## src/ppc_pkg.sv

```systemverilog
// Package of constants for the peripheral port configuration block
`default_nettype none
package ppc_pkg;
  // ----------------------------------------------------------------
  // Configuration byte indices on the load port
  // ----------------------------------------------------------------
  localparam logic [4:0] PPC_IDX_MODEM_MASK = 5'h06;
  localparam logic [4:0] PPC_IDX_MISC = 5'h07;
  localparam logic [4:0] PPC_IDX_GLOBAL = 5'h08;
  // ----------------------------------------------------------------
  // Values after reset
  // ----------------------------------------------------------------
  localparam logic [7:0] PPC_RST_MODEM_MASK = 8'h03;
  localparam logic [7:0] PPC_RST_MISC = 8'h80;
  localparam logic [7:0] PPC_RST_GLOBAL = 8'h00;
  // ----------------------------------------------------------------
  // Misc byte field positions
  // ----------------------------------------------------------------
  localparam int PPC_MISC_ALT_CD_B7_DIS = 0;
  localparam int PPC_MISC_RD_DATA_DIS = 1;
  localparam int PPC_MISC_HW_VOL_EN = 2;
  localparam int PPC_MISC_MODEM_POL = 3;
  localparam int PPC_MISC_VENDOR_KEY_DIS = 4;
  localparam int PPC_MISC_PNP_KEY_DIS = 5;
  localparam int PPC_MISC_SYNTH_POL = 6;
  localparam int PPC_MISC_CD_POL = 7;
  // ----------------------------------------------------------------
  // Global byte field positions
  // ----------------------------------------------------------------
  localparam int PPC_GLB_DSP_SWITCH = 2;
  localparam int PPC_GLB_WT_EN = 3;
  localparam int PPC_GLB_ALT_LINE_DIS = 4;
  localparam int PPC_GLB_VOL_FMT_LO = 5;
  localparam int PPC_GLB_VOL_FMT_HI = 6;
  localparam int PPC_GLB_INT_FM_EN = 7;
  // ----------------------------------------------------------------
  // Peripheral port address width
  // ----------------------------------------------------------------
  localparam int PPC_PORT_ADDR_W = 3;
endpackage
`default_nettype wire

```

## src/ppc_config.sv

```systemverilog
// Peripheral port hardware configuration bytes and their effects
`default_nettype none
// Overview of operation
// [RULE1] Modem select covers 1..256 bytes by contiguous low ones mask; others reserved.
// [RULE2] Only three low address bits reach the port; board buffers upper bits.
// [RULE3] Alt CD bit7 disable floats host data bit 7 on reads of base+1 only.
// [RULE4] Read data disable floats all host data on peripheral reads, decode kept.
// [RULE5] Read data disable forced on by wavetable enable or DSP switch, any source.
// [RULE6] Volume enable makes up, down, mute pins active; otherwise ignored.
// [RULE7] Modem polarity flag set means modem interrupt active high, else low.
// [RULE8] Vendor key disable makes the vendor key sequence ignored.
// [RULE9] PnP key disable ignores PnP key; both disables lock reconfiguration.
// [RULE10] Synth polarity flag set means synth interrupt active high, else low.
// [RULE11] CD polarity flag set means CD interrupt active high, else low.
// [RULE12] Supplier writes zero to the two lowest global reserved bits.
// [RULE13] DSP switch moves serial port to data pins 4..1, active with activate bit.
// [RULE14] DSP switch set stops host data drive on peripheral accesses.
// [RULE15] Global byte defaults to all zeros.
// [RULE16] Wavetable enable turns data pins 7..5 into serial port, stops host drive.
// [RULE17] Bytes latch on load and steer pins until the next load.
module ppc_config
  import ppc_pkg::*;
#(
  parameter int ADDR_W = 16
) (
  // Clock and reset
  input wire logic clk_i,
  input wire logic reset_n_i,
  // Configuration load and readback
  input wire logic cfg_load_i,
  input wire logic [4:0] cfg_index_i,
  input wire logic [7:0] cfg_data_i,
  input wire logic [4:0] cfg_rd_index_i,
  output logic [7:0] cfg_rdata_o,
  // Control register overrides
  input wire logic ctrl_wavetable_port_enable_i,
  input wire logic ctrl_dsp_port_switch_i,
  input wire logic dsp_serial_activate_i,
  // Host bus
  input wire logic [ADDR_W-1:0] host_addr_i,
  input wire logic host_rd_i,
  input wire logic host_wr_i,
  input wire logic [ADDR_W-1:0] modem_base_address_i,
  input wire logic [ADDR_W-1:0] alt_cd_base_address_i,
  input wire logic synth_hit_i,
  input wire logic cd_hit_i,
  input wire logic [7:0] periph_rdata_i,
  output logic [7:0] host_data_bus_o,
  output logic [7:0] host_data_bus_oe_n_o,
  // Peripheral port
  output logic modem_chip_select_n_o,
  output logic alt_cd_hit_o,
  output logic [PPC_PORT_ADDR_W-1:0] periph_addr_o,
  output logic modem_mask_reserved_o,
  // Interrupts from peripherals
  input wire logic modem_interrupt_in_i,
  input wire logic synth_interrupt_in_i,
  input wire logic cd_interrupt_in_i,
  output logic modem_irq_o,
  output logic synth_irq_o,
  output logic cd_irq_o,
  // Configuration keys
  input wire logic vendor_key_seen_i,
  input wire logic pnp_key_seen_i,
  output logic vendor_key_accept_o,
  output logic pnp_key_accept_o,
  output logic reconfig_locked_o,
  // Hardware volume pins
  input wire logic vol_up_i,
  input wire logic vol_down_i,
  input wire logic vol_mute_i,
  output logic vol_up_o,
  output logic vol_down_o,
  output logic vol_mute_o,
  output logic [1:0] volume_format_o,
  // Pin function selection
  output logic dsp_on_periph_pins_o,
  output logic dsp_serial_pins_low_o,
  output logic wavetable_pins_high_o,
  output logic internal_fm_enable_o,
  output logic synth_alt_line_disable_o
);

  // ----------------------------------------------------------------
  // Helpers
  // ----------------------------------------------------------------
  // Mask is a contiguous run of ones from bit 0 (including all zeros)
  function automatic logic mask_ok(input logic [7:0] m);
    logic [8:0] sum;
    sum = {1'b0, m} + 9'h001;
    mask_ok = ((sum & {1'b0, m}) == 9'h000);
  endfunction

  // Interrupt level to active-high form
  function automatic logic irq_norm(input logic lvl, input logic high_act);
    irq_norm = high_act ? lvl : ~lvl;
  endfunction

  // ----------------------------------------------------------------
  // Configuration bytes
  // ----------------------------------------------------------------
  logic [7:0] modem_decode_mask_byte;
  logic [7:0] misc_config_byte;
  logic [7:0] global_config_byte;
  logic [7:0] next_modem_decode_mask_byte;
  logic [7:0] next_misc_config_byte;
  logic [7:0] next_global_config_byte;

  always_comb begin
    next_modem_decode_mask_byte = modem_decode_mask_byte;
    next_misc_config_byte = misc_config_byte;
    next_global_config_byte = global_config_byte;
    if (cfg_load_i) begin // see [RULE17]
      unique case (cfg_index_i)
        PPC_IDX_MODEM_MASK: next_modem_decode_mask_byte = cfg_data_i;
        PPC_IDX_MISC: next_misc_config_byte = cfg_data_i;
        PPC_IDX_GLOBAL: next_global_config_byte = cfg_data_i; // see [RULE12]
        default: ;
      endcase
    end
  end

  always_ff @(posedge clk_i or negedge reset_n_i) begin
    if (!reset_n_i) begin
      modem_decode_mask_byte <= PPC_RST_MODEM_MASK;
      misc_config_byte <= PPC_RST_MISC;
      global_config_byte <= PPC_RST_GLOBAL; // see [RULE15]
    end else begin
      modem_decode_mask_byte <= next_modem_decode_mask_byte;
      misc_config_byte <= next_misc_config_byte;
      global_config_byte <= next_global_config_byte;
    end
  end

  // ----------------------------------------------------------------
  // Derived controls
  // ----------------------------------------------------------------
  logic wt_en;
  logic dsp_sw;
  logic rd_dis;
  logic modem_hit;
  logic alt_cd_plus1;
  logic periph_hit;
  logic [ADDR_W-1:0] mask_ext;

  always_comb begin
    wt_en = global_config_byte[PPC_GLB_WT_EN] | ctrl_wavetable_port_enable_i;
    dsp_sw = global_config_byte[PPC_GLB_DSP_SWITCH] | ctrl_dsp_port_switch_i;
    rd_dis = misc_config_byte[PPC_MISC_RD_DATA_DIS] | wt_en | dsp_sw; // see [RULE5]
    mask_ext = {{(ADDR_W-8){1'b0}}, modem_decode_mask_byte};
    modem_hit = mask_ok(modem_decode_mask_byte)
      && (((host_addr_i ^ modem_base_address_i) & ~mask_ext) == '0); // see [RULE1]
    alt_cd_plus1 = (host_addr_i == (alt_cd_base_address_i + ADDR_W'(1)));
    periph_hit = modem_hit | synth_hit_i | cd_hit_i | alt_cd_plus1;
  end

  // ----------------------------------------------------------------
  // Registered outputs
  // ----------------------------------------------------------------
  logic [7:0] next_host_data;
  logic [7:0] next_oe_n;
  logic next_mcs_n;
  logic next_alt_cd_hit;
  logic [PPC_PORT_ADDR_W-1:0] next_paddr;
  logic next_modem_irq;
  logic next_synth_irq;
  logic next_cd_irq;
  logic next_vkey;
  logic next_pkey;
  logic [2:0] next_vol;

  always_comb begin
    next_host_data = periph_rdata_i;
    next_oe_n = 8'hFF;
    if (host_rd_i && periph_hit) begin
      next_oe_n = 8'h00;
      if (rd_dis) begin
        next_oe_n = 8'hFF; // see [RULE4] [RULE14] [RULE16]
      end else if (alt_cd_plus1 && misc_config_byte[PPC_MISC_ALT_CD_B7_DIS]) begin
        next_oe_n[7] = 1'b1; // see [RULE3]
      end
    end
    next_mcs_n = ~(modem_hit && (host_rd_i || host_wr_i)); // see [RULE1]
    next_alt_cd_hit = alt_cd_plus1;
    next_paddr = host_addr_i[PPC_PORT_ADDR_W-1:0]; // see [RULE2]
    next_modem_irq = irq_norm(modem_interrupt_in_i,
      misc_config_byte[PPC_MISC_MODEM_POL]); // see [RULE7]
    next_synth_irq = irq_norm(synth_interrupt_in_i,
      misc_config_byte[PPC_MISC_SYNTH_POL]); // see [RULE10]
    next_cd_irq = irq_norm(cd_interrupt_in_i,
      misc_config_byte[PPC_MISC_CD_POL]); // see [RULE11]
    next_vkey = vendor_key_seen_i & ~misc_config_byte[PPC_MISC_VENDOR_KEY_DIS]; // see [RULE8]
    next_pkey = pnp_key_seen_i & ~misc_config_byte[PPC_MISC_PNP_KEY_DIS]; // see [RULE9]
    next_vol = misc_config_byte[PPC_MISC_HW_VOL_EN]
      ? {vol_mute_i, vol_down_i, vol_up_i} : 3'h0; // see [RULE6]
  end

  always_ff @(posedge clk_i or negedge reset_n_i) begin
    if (!reset_n_i) begin
      host_data_bus_o <= 8'h00;
      host_data_bus_oe_n_o <= 8'hFF;
      modem_chip_select_n_o <= 1'b1;
      alt_cd_hit_o <= 1'b0;
      periph_addr_o <= '0;
      modem_irq_o <= 1'b0;
      synth_irq_o <= 1'b0;
      cd_irq_o <= 1'b0;
      vendor_key_accept_o <= 1'b0;
      pnp_key_accept_o <= 1'b0;
      {vol_mute_o, vol_down_o, vol_up_o} <= 3'h0;
    end else begin
      host_data_bus_o <= next_host_data;
      host_data_bus_oe_n_o <= next_oe_n;
      modem_chip_select_n_o <= next_mcs_n;
      alt_cd_hit_o <= next_alt_cd_hit;
      periph_addr_o <= next_paddr;
      modem_irq_o <= next_modem_irq;
      synth_irq_o <= next_synth_irq;
      cd_irq_o <= next_cd_irq;
      vendor_key_accept_o <= next_vkey;
      pnp_key_accept_o <= next_pkey;
      {vol_mute_o, vol_down_o, vol_up_o} <= next_vol;
    end
  end

  // ----------------------------------------------------------------
  // Static configuration outputs
  // ----------------------------------------------------------------
  always_comb begin
    unique case (cfg_rd_index_i)
      PPC_IDX_MODEM_MASK: cfg_rdata_o = modem_decode_mask_byte;
      PPC_IDX_MISC: cfg_rdata_o = misc_config_byte;
      PPC_IDX_GLOBAL: cfg_rdata_o = global_config_byte;
      default: cfg_rdata_o = 8'h00;
    endcase
  end

  assign modem_mask_reserved_o = ~mask_ok(modem_decode_mask_byte); // see [RULE1]
  assign reconfig_locked_o = misc_config_byte[PPC_MISC_VENDOR_KEY_DIS]
    & misc_config_byte[PPC_MISC_PNP_KEY_DIS]; // see [RULE9]
  assign dsp_on_periph_pins_o = dsp_sw; // see [RULE13]
  assign dsp_serial_pins_low_o = dsp_sw & dsp_serial_activate_i; // see [RULE13]
  assign wavetable_pins_high_o = wt_en; // see [RULE16]
  assign volume_format_o = {global_config_byte[PPC_GLB_VOL_FMT_HI],
    global_config_byte[PPC_GLB_VOL_FMT_LO]};
  assign internal_fm_enable_o = global_config_byte[PPC_GLB_INT_FM_EN];
  assign synth_alt_line_disable_o = global_config_byte[PPC_GLB_ALT_LINE_DIS];

endmodule // ppc_config
`default_nettype wire

```

## config.mk

```make
export PLATFORM = sky130hd
export DESIGN_NAME = ppc_config
export DESIGN_NICKNAME = d
export VERILOG_FILES = /design/src/ppc_pkg.sv /design/src/ppc_config.sv
export SDC_FILE = /design/constraint.sdc
export NUM_CORES = 1
export LEC_CHECK = 0
export BUFFER_PORTS_ARGS = -buffer_cell sky130_fd_sc_hd__buf_2
export CAP_MARGIN = 20
export CELL_PAD_IN_SITES_DETAIL_PLACEMENT = 1
export CELL_PAD_IN_SITES_GLOBAL_PLACEMENT = 1
export CORE_ASPECT_RATIO = 1.75
export CORE_UTILIZATION = 35
export CTS_BUF_LIST = sky130_fd_sc_hd__clkbuf_4
export DETAILED_ROUTE_END_ITERATION = 6
export PLACE_DENSITY = 0.94
export SLEW_MARGIN = 20
export SYNTH_ARGS = -nofsm -noshare
export SYNTH_HDL_FRONTEND = slang
export SYNTH_SLANG_ARGS = --single-unit
```

## constraint.sdc

```tcl
create_clock -name clk_i -period 2.1 [get_ports clk_i]
set_clock_uncertainty 0.05 [all_clocks]
set_input_delay 0.42 -clock clk_i [delete_from_list [all_inputs] [get_ports clk_i]]
set_output_delay 0.42 -clock clk_i [all_outputs]
set_load 0.02 [all_outputs]
```

==> impl_metrics.env, run 1 <==
export IMPL_slew_viol_final=0
export IMPL_grt_pass1_vias=2912
export IMPL_num_rows=42
export IMPL_clock_fmax_ghz=0.496
export IMPL_rsz0062_at_grt="no"
export IMPL_slew_headroom_pct=64.0
export IMPL_async_flop_share_pct=100
export IMPL_grt_antenna_before_repair=0
export IMPL_htreeDepth=2
export IMPL_yosys_warnings=0
export IMPL_stdcell_area_um2=3740
export IMPL_detail_route_iter0_violations=46
export IMPL_synthesis_area_um2=2740
export IMPL_worstPathMaxFanout=5
export IMPL_drive_gt1_share_pct=51.6
export IMPL_synth_edf_count=0
export IMPL_clockRootBuffer="clkbuf_4"
export IMPL_cts_setup_buffers=0
export IMPL_areaGrowthSynthToFinish_pct=36.4
export IMPL_pre_cts_ws_ns=-0.274
export IMPL_nets=493
export IMPL_hp_class="in2reg"
export IMPL_diodes=0
export IMPL_fin_crit_ns=2.02
export IMPL_syn_nets=340
export IMPL_dpl_cell_area_um2=3620
export IMPL_dp_hpwl_mm=7.49
export IMPL_setup_tns_ns=0
export IMPL_yosysUniqueCellTypes=56
export IMPL_setup_viol=0
export IMPL_vdd_ir_drop_max_mv=0.849
export IMPL_cap_violations=0
export IMPL_synth_seq_area_share_pct=43.2
export IMPL_synthFlopType="dfrtp_1"
export IMPL_cts_buffers_inserted=5
export IMPL_dieArea_um2=8200
export IMPL_arrival_ns=1.55
export IMPL_remaining_drc_errors=0
export IMPL_setup_ws_ns=0.0849
export IMPL_finalCoreUtilization_pct=49.4
export IMPL_grt_pass1_wl_mm=13.7
export IMPL_cp_start_kind="flip-flop"
export IMPL_vias=2590
export IMPL_die_x_um=68.9
export IMPL_cts_buffer_depth=2
export IMPL_cts_tree="done"
export IMPL_clock_sinks=47
export IMPL_dieHeight_um=119
export IMPL_cp_end_kind="output port"
export IMPL_status="finished clean"
export IMPL_drt_pass1_iterations=4
export IMPL_worst_pin_slew_ns=0.537
export IMPL_fin_crit_sh_pct=96.0
export IMPL_crit_required_ns=1.63
export IMPL_clk_latency_ns=0.38
export IMPL_hold_viol=0
export IMPL_coreArea_um2=7570
export IMPL_grtUsageTotal_pct=22.9
export IMPL_cellPowerDensity_nw_per_um2=674
export IMPL_whs_ns=0.0848
export IMPL_start_util_pct=36.2
export IMPL_place_congestion=0.865
export IMPL_ys_ff_latch=47
export IMPL_grt_ovfl_total=0
export IMPL_port_buffers=137
export IMPL_avgSynthCellArea_um2=11.1
export IMPL_worstSetupPathType="reg2out"
export IMPL_drtAntennaViolNets=0
export IMPL_io_pins=138
export IMPL_wl_per_cell_um=18.3
export IMPL_clk_pin_slew_worst_paths_ns=0.15
export IMPL_via_per_inst=5.30
export IMPL_syn_inst=247
export IMPL_grt_max_degree=20
export IMPL_wirelength_mm=8.97
export IMPL_leakage_nw=1.81
state kept, by name (all words and copies together) (netlist names):
signal / count
vol_mute_o: 1
modem_chip_select_n_o: 1
vol_up_o: 1
vendor_key_accept_o: 1
synth_irq_o: 1
modem_decode_mask_byte: 8
modem_irq_o: 1
pnp_key_accept_o: 1
periph_addr_o: 3
host_data_bus_oe_n_o: 2
global_config_byte: 8
alt_cd_hit_o: 1
cd_irq_o: 1
host_data_bus_o: 8
vol_down_o: 1
misc_config_byte: 8
kinds of logic (layout without fill, tap and decap cells):
kind of cell | count (synthesis) | after routing | synth area share [%]
compound gates | 37 | 37 | 9.27
xor+xnor | 38 | 38 | 12.6
fa+ha+maj | 1 | 1 | 0.457
buf+inv | 17 | 171 | 3.56
flops | 47 | 47 | 43.2
mux | 32 | 32 | 12.8
simple gates | 75 | 75 | 18.1
worst max-delay path, stage by stage, from the launching register on:
cell       delay (ns)
dfrtp_1          0.47
o21ai_0          0.26
o2111ai_1        0.23
buf_2            0.22
final cells by class:
cell class                      instances  area (µm²)
Multi-Input combinational cell        183        1470
Fill cell                             905        3830
Inverter                                4        15.0
Clock buffer                            5        37.5
Sequential cell                        47        1180
Timing Repair Buffer                  159         853
Clock inverter                          3        67.6
Tap cell                               88         110
Yosys cell counts (all sizes together) (2+ instances only):
cell / number / area share (%)
nor2b: 4 / 0.91
inv: 4 / 0.55
o22ai: 4 / 0.91
mux2: 24 / 9.9
or2: 2 / 0.46
dfstp: 6 / 5.8
dfrtp: 41 / 37
nor3b: 2 / 0.55
a21oi: 5 / 0.91
o221ai: 2 / 0.64
mux2i: 8 / 2.9
xor2: 14 / 4.5
nor2: 6 / 0.82
nand3b: 2 / 0.55
nor4: 6 / 2.5
o21ai: 11 / 2.0
buf: 11 / 2.7
nand4: 6 / 1.9
or4: 2 / 0.69
nor3: 2 / 0.55
o31ai: 3 / 1.0
clkbuf: 2 / 0.27
nand2: 15 / 2.1
and2: 8 / 1.9
nand4b: 2 / 0.64
and3: 4 / 0.91
xnor2: 23 / 7.4
nand3: 6 / 1.1
and4: 4 / 1.3
metal layers:
| layer | global-route usage (%) | vias to the layer above | routed length [µm] | share of wire (%) |
|---|---|---|---|---|
| met5 | 0 | - | 0 | 0 |
| met4 | 10.7 | 0 | 346 | 3.9 |
| met3 | 4.12 | 25 | 471 | 5.3 |
| met2 | 46.1 | 114 | 5430 | 61 |
| met1 | 19.1 | 1259 | 2720 | 30 |
| li1 | - | 1192 | - | - |
cells in the final DEF (no fill, tap or decap), types with 2 or more instances in the layout:
master,netlist,layout
inv_1,3,3
a21oi_1,5,5
xor2_1,14,14
nor4_1,4,3
dfstp_2,6,6
nand3_1,6,6
nand4b_1,2,2
mux2i_1,8,8
nor3b_1,2,2
or2_1,2,2
buf_4,8,21
bufinv_16,0,2
nand2_1,15,15
o31ai_1,2,2
o21ai_1,4,4
nor4_4,2,2
clkbuf_4,0,5
buf_2,3,137
o21ai_0,7,7
nand4_1,5,5
and3_1,4,4
xnor2_1,23,23
dfrtp_1,41,41
o22ai_1,4,4
and4_1,4,4
nor2_1,6,6
and2_1,7,7
nand3b_1,2,2
o221ai_1,2,2
nor2b_1,4,4
mux2_2,24,24
report_power, final:
group	leakage (nW)	internal [mW]	switching, mW
clock network	0.0514	0.370	0.305
registers	0.573	1.04	0.107
logic	1.18	0.324	0.373
total	1.81	1.74	0.784
final timing paths:
path | from | endpoint | slack (ns) | cells after the start
worst max-delay path | modem_decode_mask_byte[4] | modem_mask_reserved_o | 0.08 | 3
max in group asynchronous | reset_n_i | modem_chip_select_n_o | 0.88 | 3
worst max register to register | global_config_byte[3] | host_data_bus_oe_n_o[6] | 0.38 | 4
worst min-delay path | periph_rdata_i[1] | host_data_bus_o[1] | 0.08 | 1
worst min register to register | misc_config_byte[5] | pnp_key_accept_o | 0.45 | 1
min in group asynchronous | reset_n_i | misc_config_byte[1] | 0.45 | 2
timing repair:
item	in CTS	in global routing
hold buffers	1	0
endpoints found under the hold margin	13	0
resized for setup	0	0
through the flow:
| stage | power [mW] | cells |
|---|---|---|
| global placement | 1.82 | 480 |
| CTS | 2.54 | 489 |
| finish | 2.52 | 489 |
| detailed placement | 1.86 | 480 |
| floorplan | 1.54 | 247 |
| global route | 2.63 | 489 |
Power figures use the tool's default switching activity.
==> inputs of run 2 (changes only) <==
- CELL_PAD_IN_SITES_GLOBAL_PLACEMENT: 1 -> 2
- CORE_UTILIZATION: 35 -> 28
- PLACE_DENSITY: 0.94 -> 0.95
- SLEW_MARGIN: 20 -> 30
==> run 2 against run 1 <==
Net effect:
- sequential share of layout area rose by 0.46 points
- highest routed layer unchanged
- total power down 9.9%
- wire length decreased by 0.50%
- via count fell by 2.7%
- maximum frequency rose by 3.8%
- clock power down 35%
==> impl_metrics.env, run 2 (synthesis gave the netlist of run 1 again) <==
export IMPL_arrival_ns=2.21
export IMPL_worstPathMaxFanout=3
export IMPL_hold_viol=0
export IMPL_areaGrowthSynthToFinish_pct=34.5
export IMPL_cts_setup_buffers=0
export IMPL_clk_pin_slew_worst_paths_ns=0.14
export IMPL_io_pins=138
export IMPL_worstSetupPathType="in2reg"
export IMPL_num_rows=47
export IMPL_drtAntennaViolNets=0
export IMPL_final_common_cell="buf_2"
export IMPL_fin_crit_sh_pct=92.5
export IMPL_coreArea_um2=9470
export IMPL_hp_class="in2async"
export IMPL_grtUsageTotal_pct=18.5
export IMPL_start_util_pct=28.9
export IMPL_cts_buffer_depth=2
export IMPL_worst_path_buf_inv=1
export IMPL_cts_resized=0
export IMPL_vdd_ir_drop_max_mv=0.392
export IMPL_crit_slowest_cell="or4_4"
export IMPL_worst_pin_slew_ns=0.684
export IMPL_stdcell_area_um2=3680
export IMPL_drive_gt1_share_pct=51.1
export IMPL_clk_latency_ns=0.37
export IMPL_htreeDepth=2
export IMPL_cp_start_kind="primary input"
export IMPL_clock_fmax_ghz=0.515
export IMPL_fin_crit_ns=1.94
export IMPL_leakage_nw=1.76
export IMPL_grt_antenna_before_repair=0
export IMPL_pre_cts_ws_ns=-0.267
export IMPL_grt_ovfl_total=0
export IMPL_diodes=0
export IMPL_detail_route_iter0_violations=49
export IMPL_crit_family="simple AND/OR/NAND/NOR gates"
export IMPL_vias=2520
export IMPL_slew_viol_final=0
export IMPL_grt_pass1_vias=2839
export IMPL_cp_end_kind="flip-flop"
export IMPL_wl_per_cell_um=17.3
export IMPL_nets=487
export IMPL_finalCoreUtilization_pct=38.9
export IMPL_cts_tree="done"
export IMPL_cts_buffers_inserted=5
export IMPL_remaining_drc_errors=0
export IMPL_cts_hold_buf=0
export IMPL_dp_hpwl_mm=7.45
export IMPL_fill_cells=1120
export IMPL_power_mw=2.27
export IMPL_dp_cells=509
export IMPL_via_per_inst=4.87
export IMPL_clockRootBuffer="clkbuf_4"
export IMPL_die_x_um=76.8
export IMPL_setup_tns_ns=0
export IMPL_drt_pass1_iterations=4
export IMPL_port_buffers=137
export IMPL_wirelength_mm=8.92
export IMPL_mostFrequentLayoutCells="buf_2 (137), dfrtp_1 (41), mux2_2 (24), xnor2_1 (23), buf_4 (16)"
export IMPL_grt_pass1_wl_mm=14.4
export IMPL_place_congestion=0.872
export IMPL_grt_max_degree=48
export IMPL_cpPeakStageDelay_ns=0.54
export IMPL_whs_ns=0.0569
export IMPL_cap_violations=0
export IMPL_cellPowerDensity_nw_per_um2=616
export IMPL_path_cells="buf_2, ha_1, xnor3_1, and2_1, o221ai_1, or4_4, nor3_4, o2bb2ai_2"
export IMPL_dpl_cell_area_um2=3630
export IMPL_layout_cells_non_filler=517
export IMPL_status="finished clean"
export IMPL_rsz0062_at_grt="no"
export IMPL_crit_required_ns=2.37
export IMPL_setup_viol=0
export IMPL_clock_sinks=47
export IMPL_slew_headroom_pct=54.3
export IMPL_dieArea_um2=10200
export IMPL_dieHeight_um=133
export IMPL_setup_ws_ns=0.158
-- run 2: cell count changes in the layout (fill, tap and decap cells not counted) --
cell / previous run / this run
buf_4: 21 / 16
bufinv_16: 2 / 0
clkinv_2: 0 / 2
clkinvlp_4: 1 / 0
dlygate4sd3_1: 1 / 0
inv_6: 0 / 1
-- run 2: report_power, final --
| group | switching [mW] | internal, mW | total (mW) |
|---|---|---|---|
| logic | 0.365 | 0.319 | 0.684 |
| clock network | 0.308 | 0.131 | 0.439 |
| registers | 0.107 | 1.04 | 1.15 |
| total | 0.779 | 1.49 | 2.27 |
-- run 2: final cells by class --
type	instances	area [µm²]	area share [%]
inverters	4	15.0	0.407
repair buffers	153	806	21.9
clock inverters	3	18.8	0.509
flip-flops and latches	47	1180	32.1
well taps	122	153	4.14
multi-input cells	183	1470	39.9
clock buffers	5	37.5	1.02
-- run 2: routing by layer --
metal	up-vias	GRT usage [%]	share of wire, %
met5	-	0	0
met4	0	6.62	2.1
met3	11	3.03	3.9
met2	76	37.0	60
met1	1253	18.6	34
li1	1180	-	-
-- run 2: worst paths after layout --
kind / slack, ns / cells after the start / start / endpoint
max: 0.16 / 8 / alt_cd_base_address_i[0] / host_data_bus_oe_n_o[7]
min: 0.06 / 2 / reset_n_i / global_config_byte[5]
max reg2reg: 0.35 / 4 / global_config_byte[3] / host_data_bus_oe_n_o[7]
min reg2reg: 0.43 / 1 / misc_config_byte[4] / vendor_key_accept_o
max in group asynchronous: 1.53 / 2 / reset_n_i / host_data_bus_o[0]
min in group clk_i: 0.08 / 1 / periph_rdata_i[1] / host_data_bus_o[1]
-- run 2: worst reg2reg max path: cells and delay by family (launching register included) --
family / cells / cell delay (ns)
AND/OR/NAND/NOR: 3 / 1.14
flip-flops: 1 / 0.42
AO/OA/AOI/OAI: 1 / 0.08
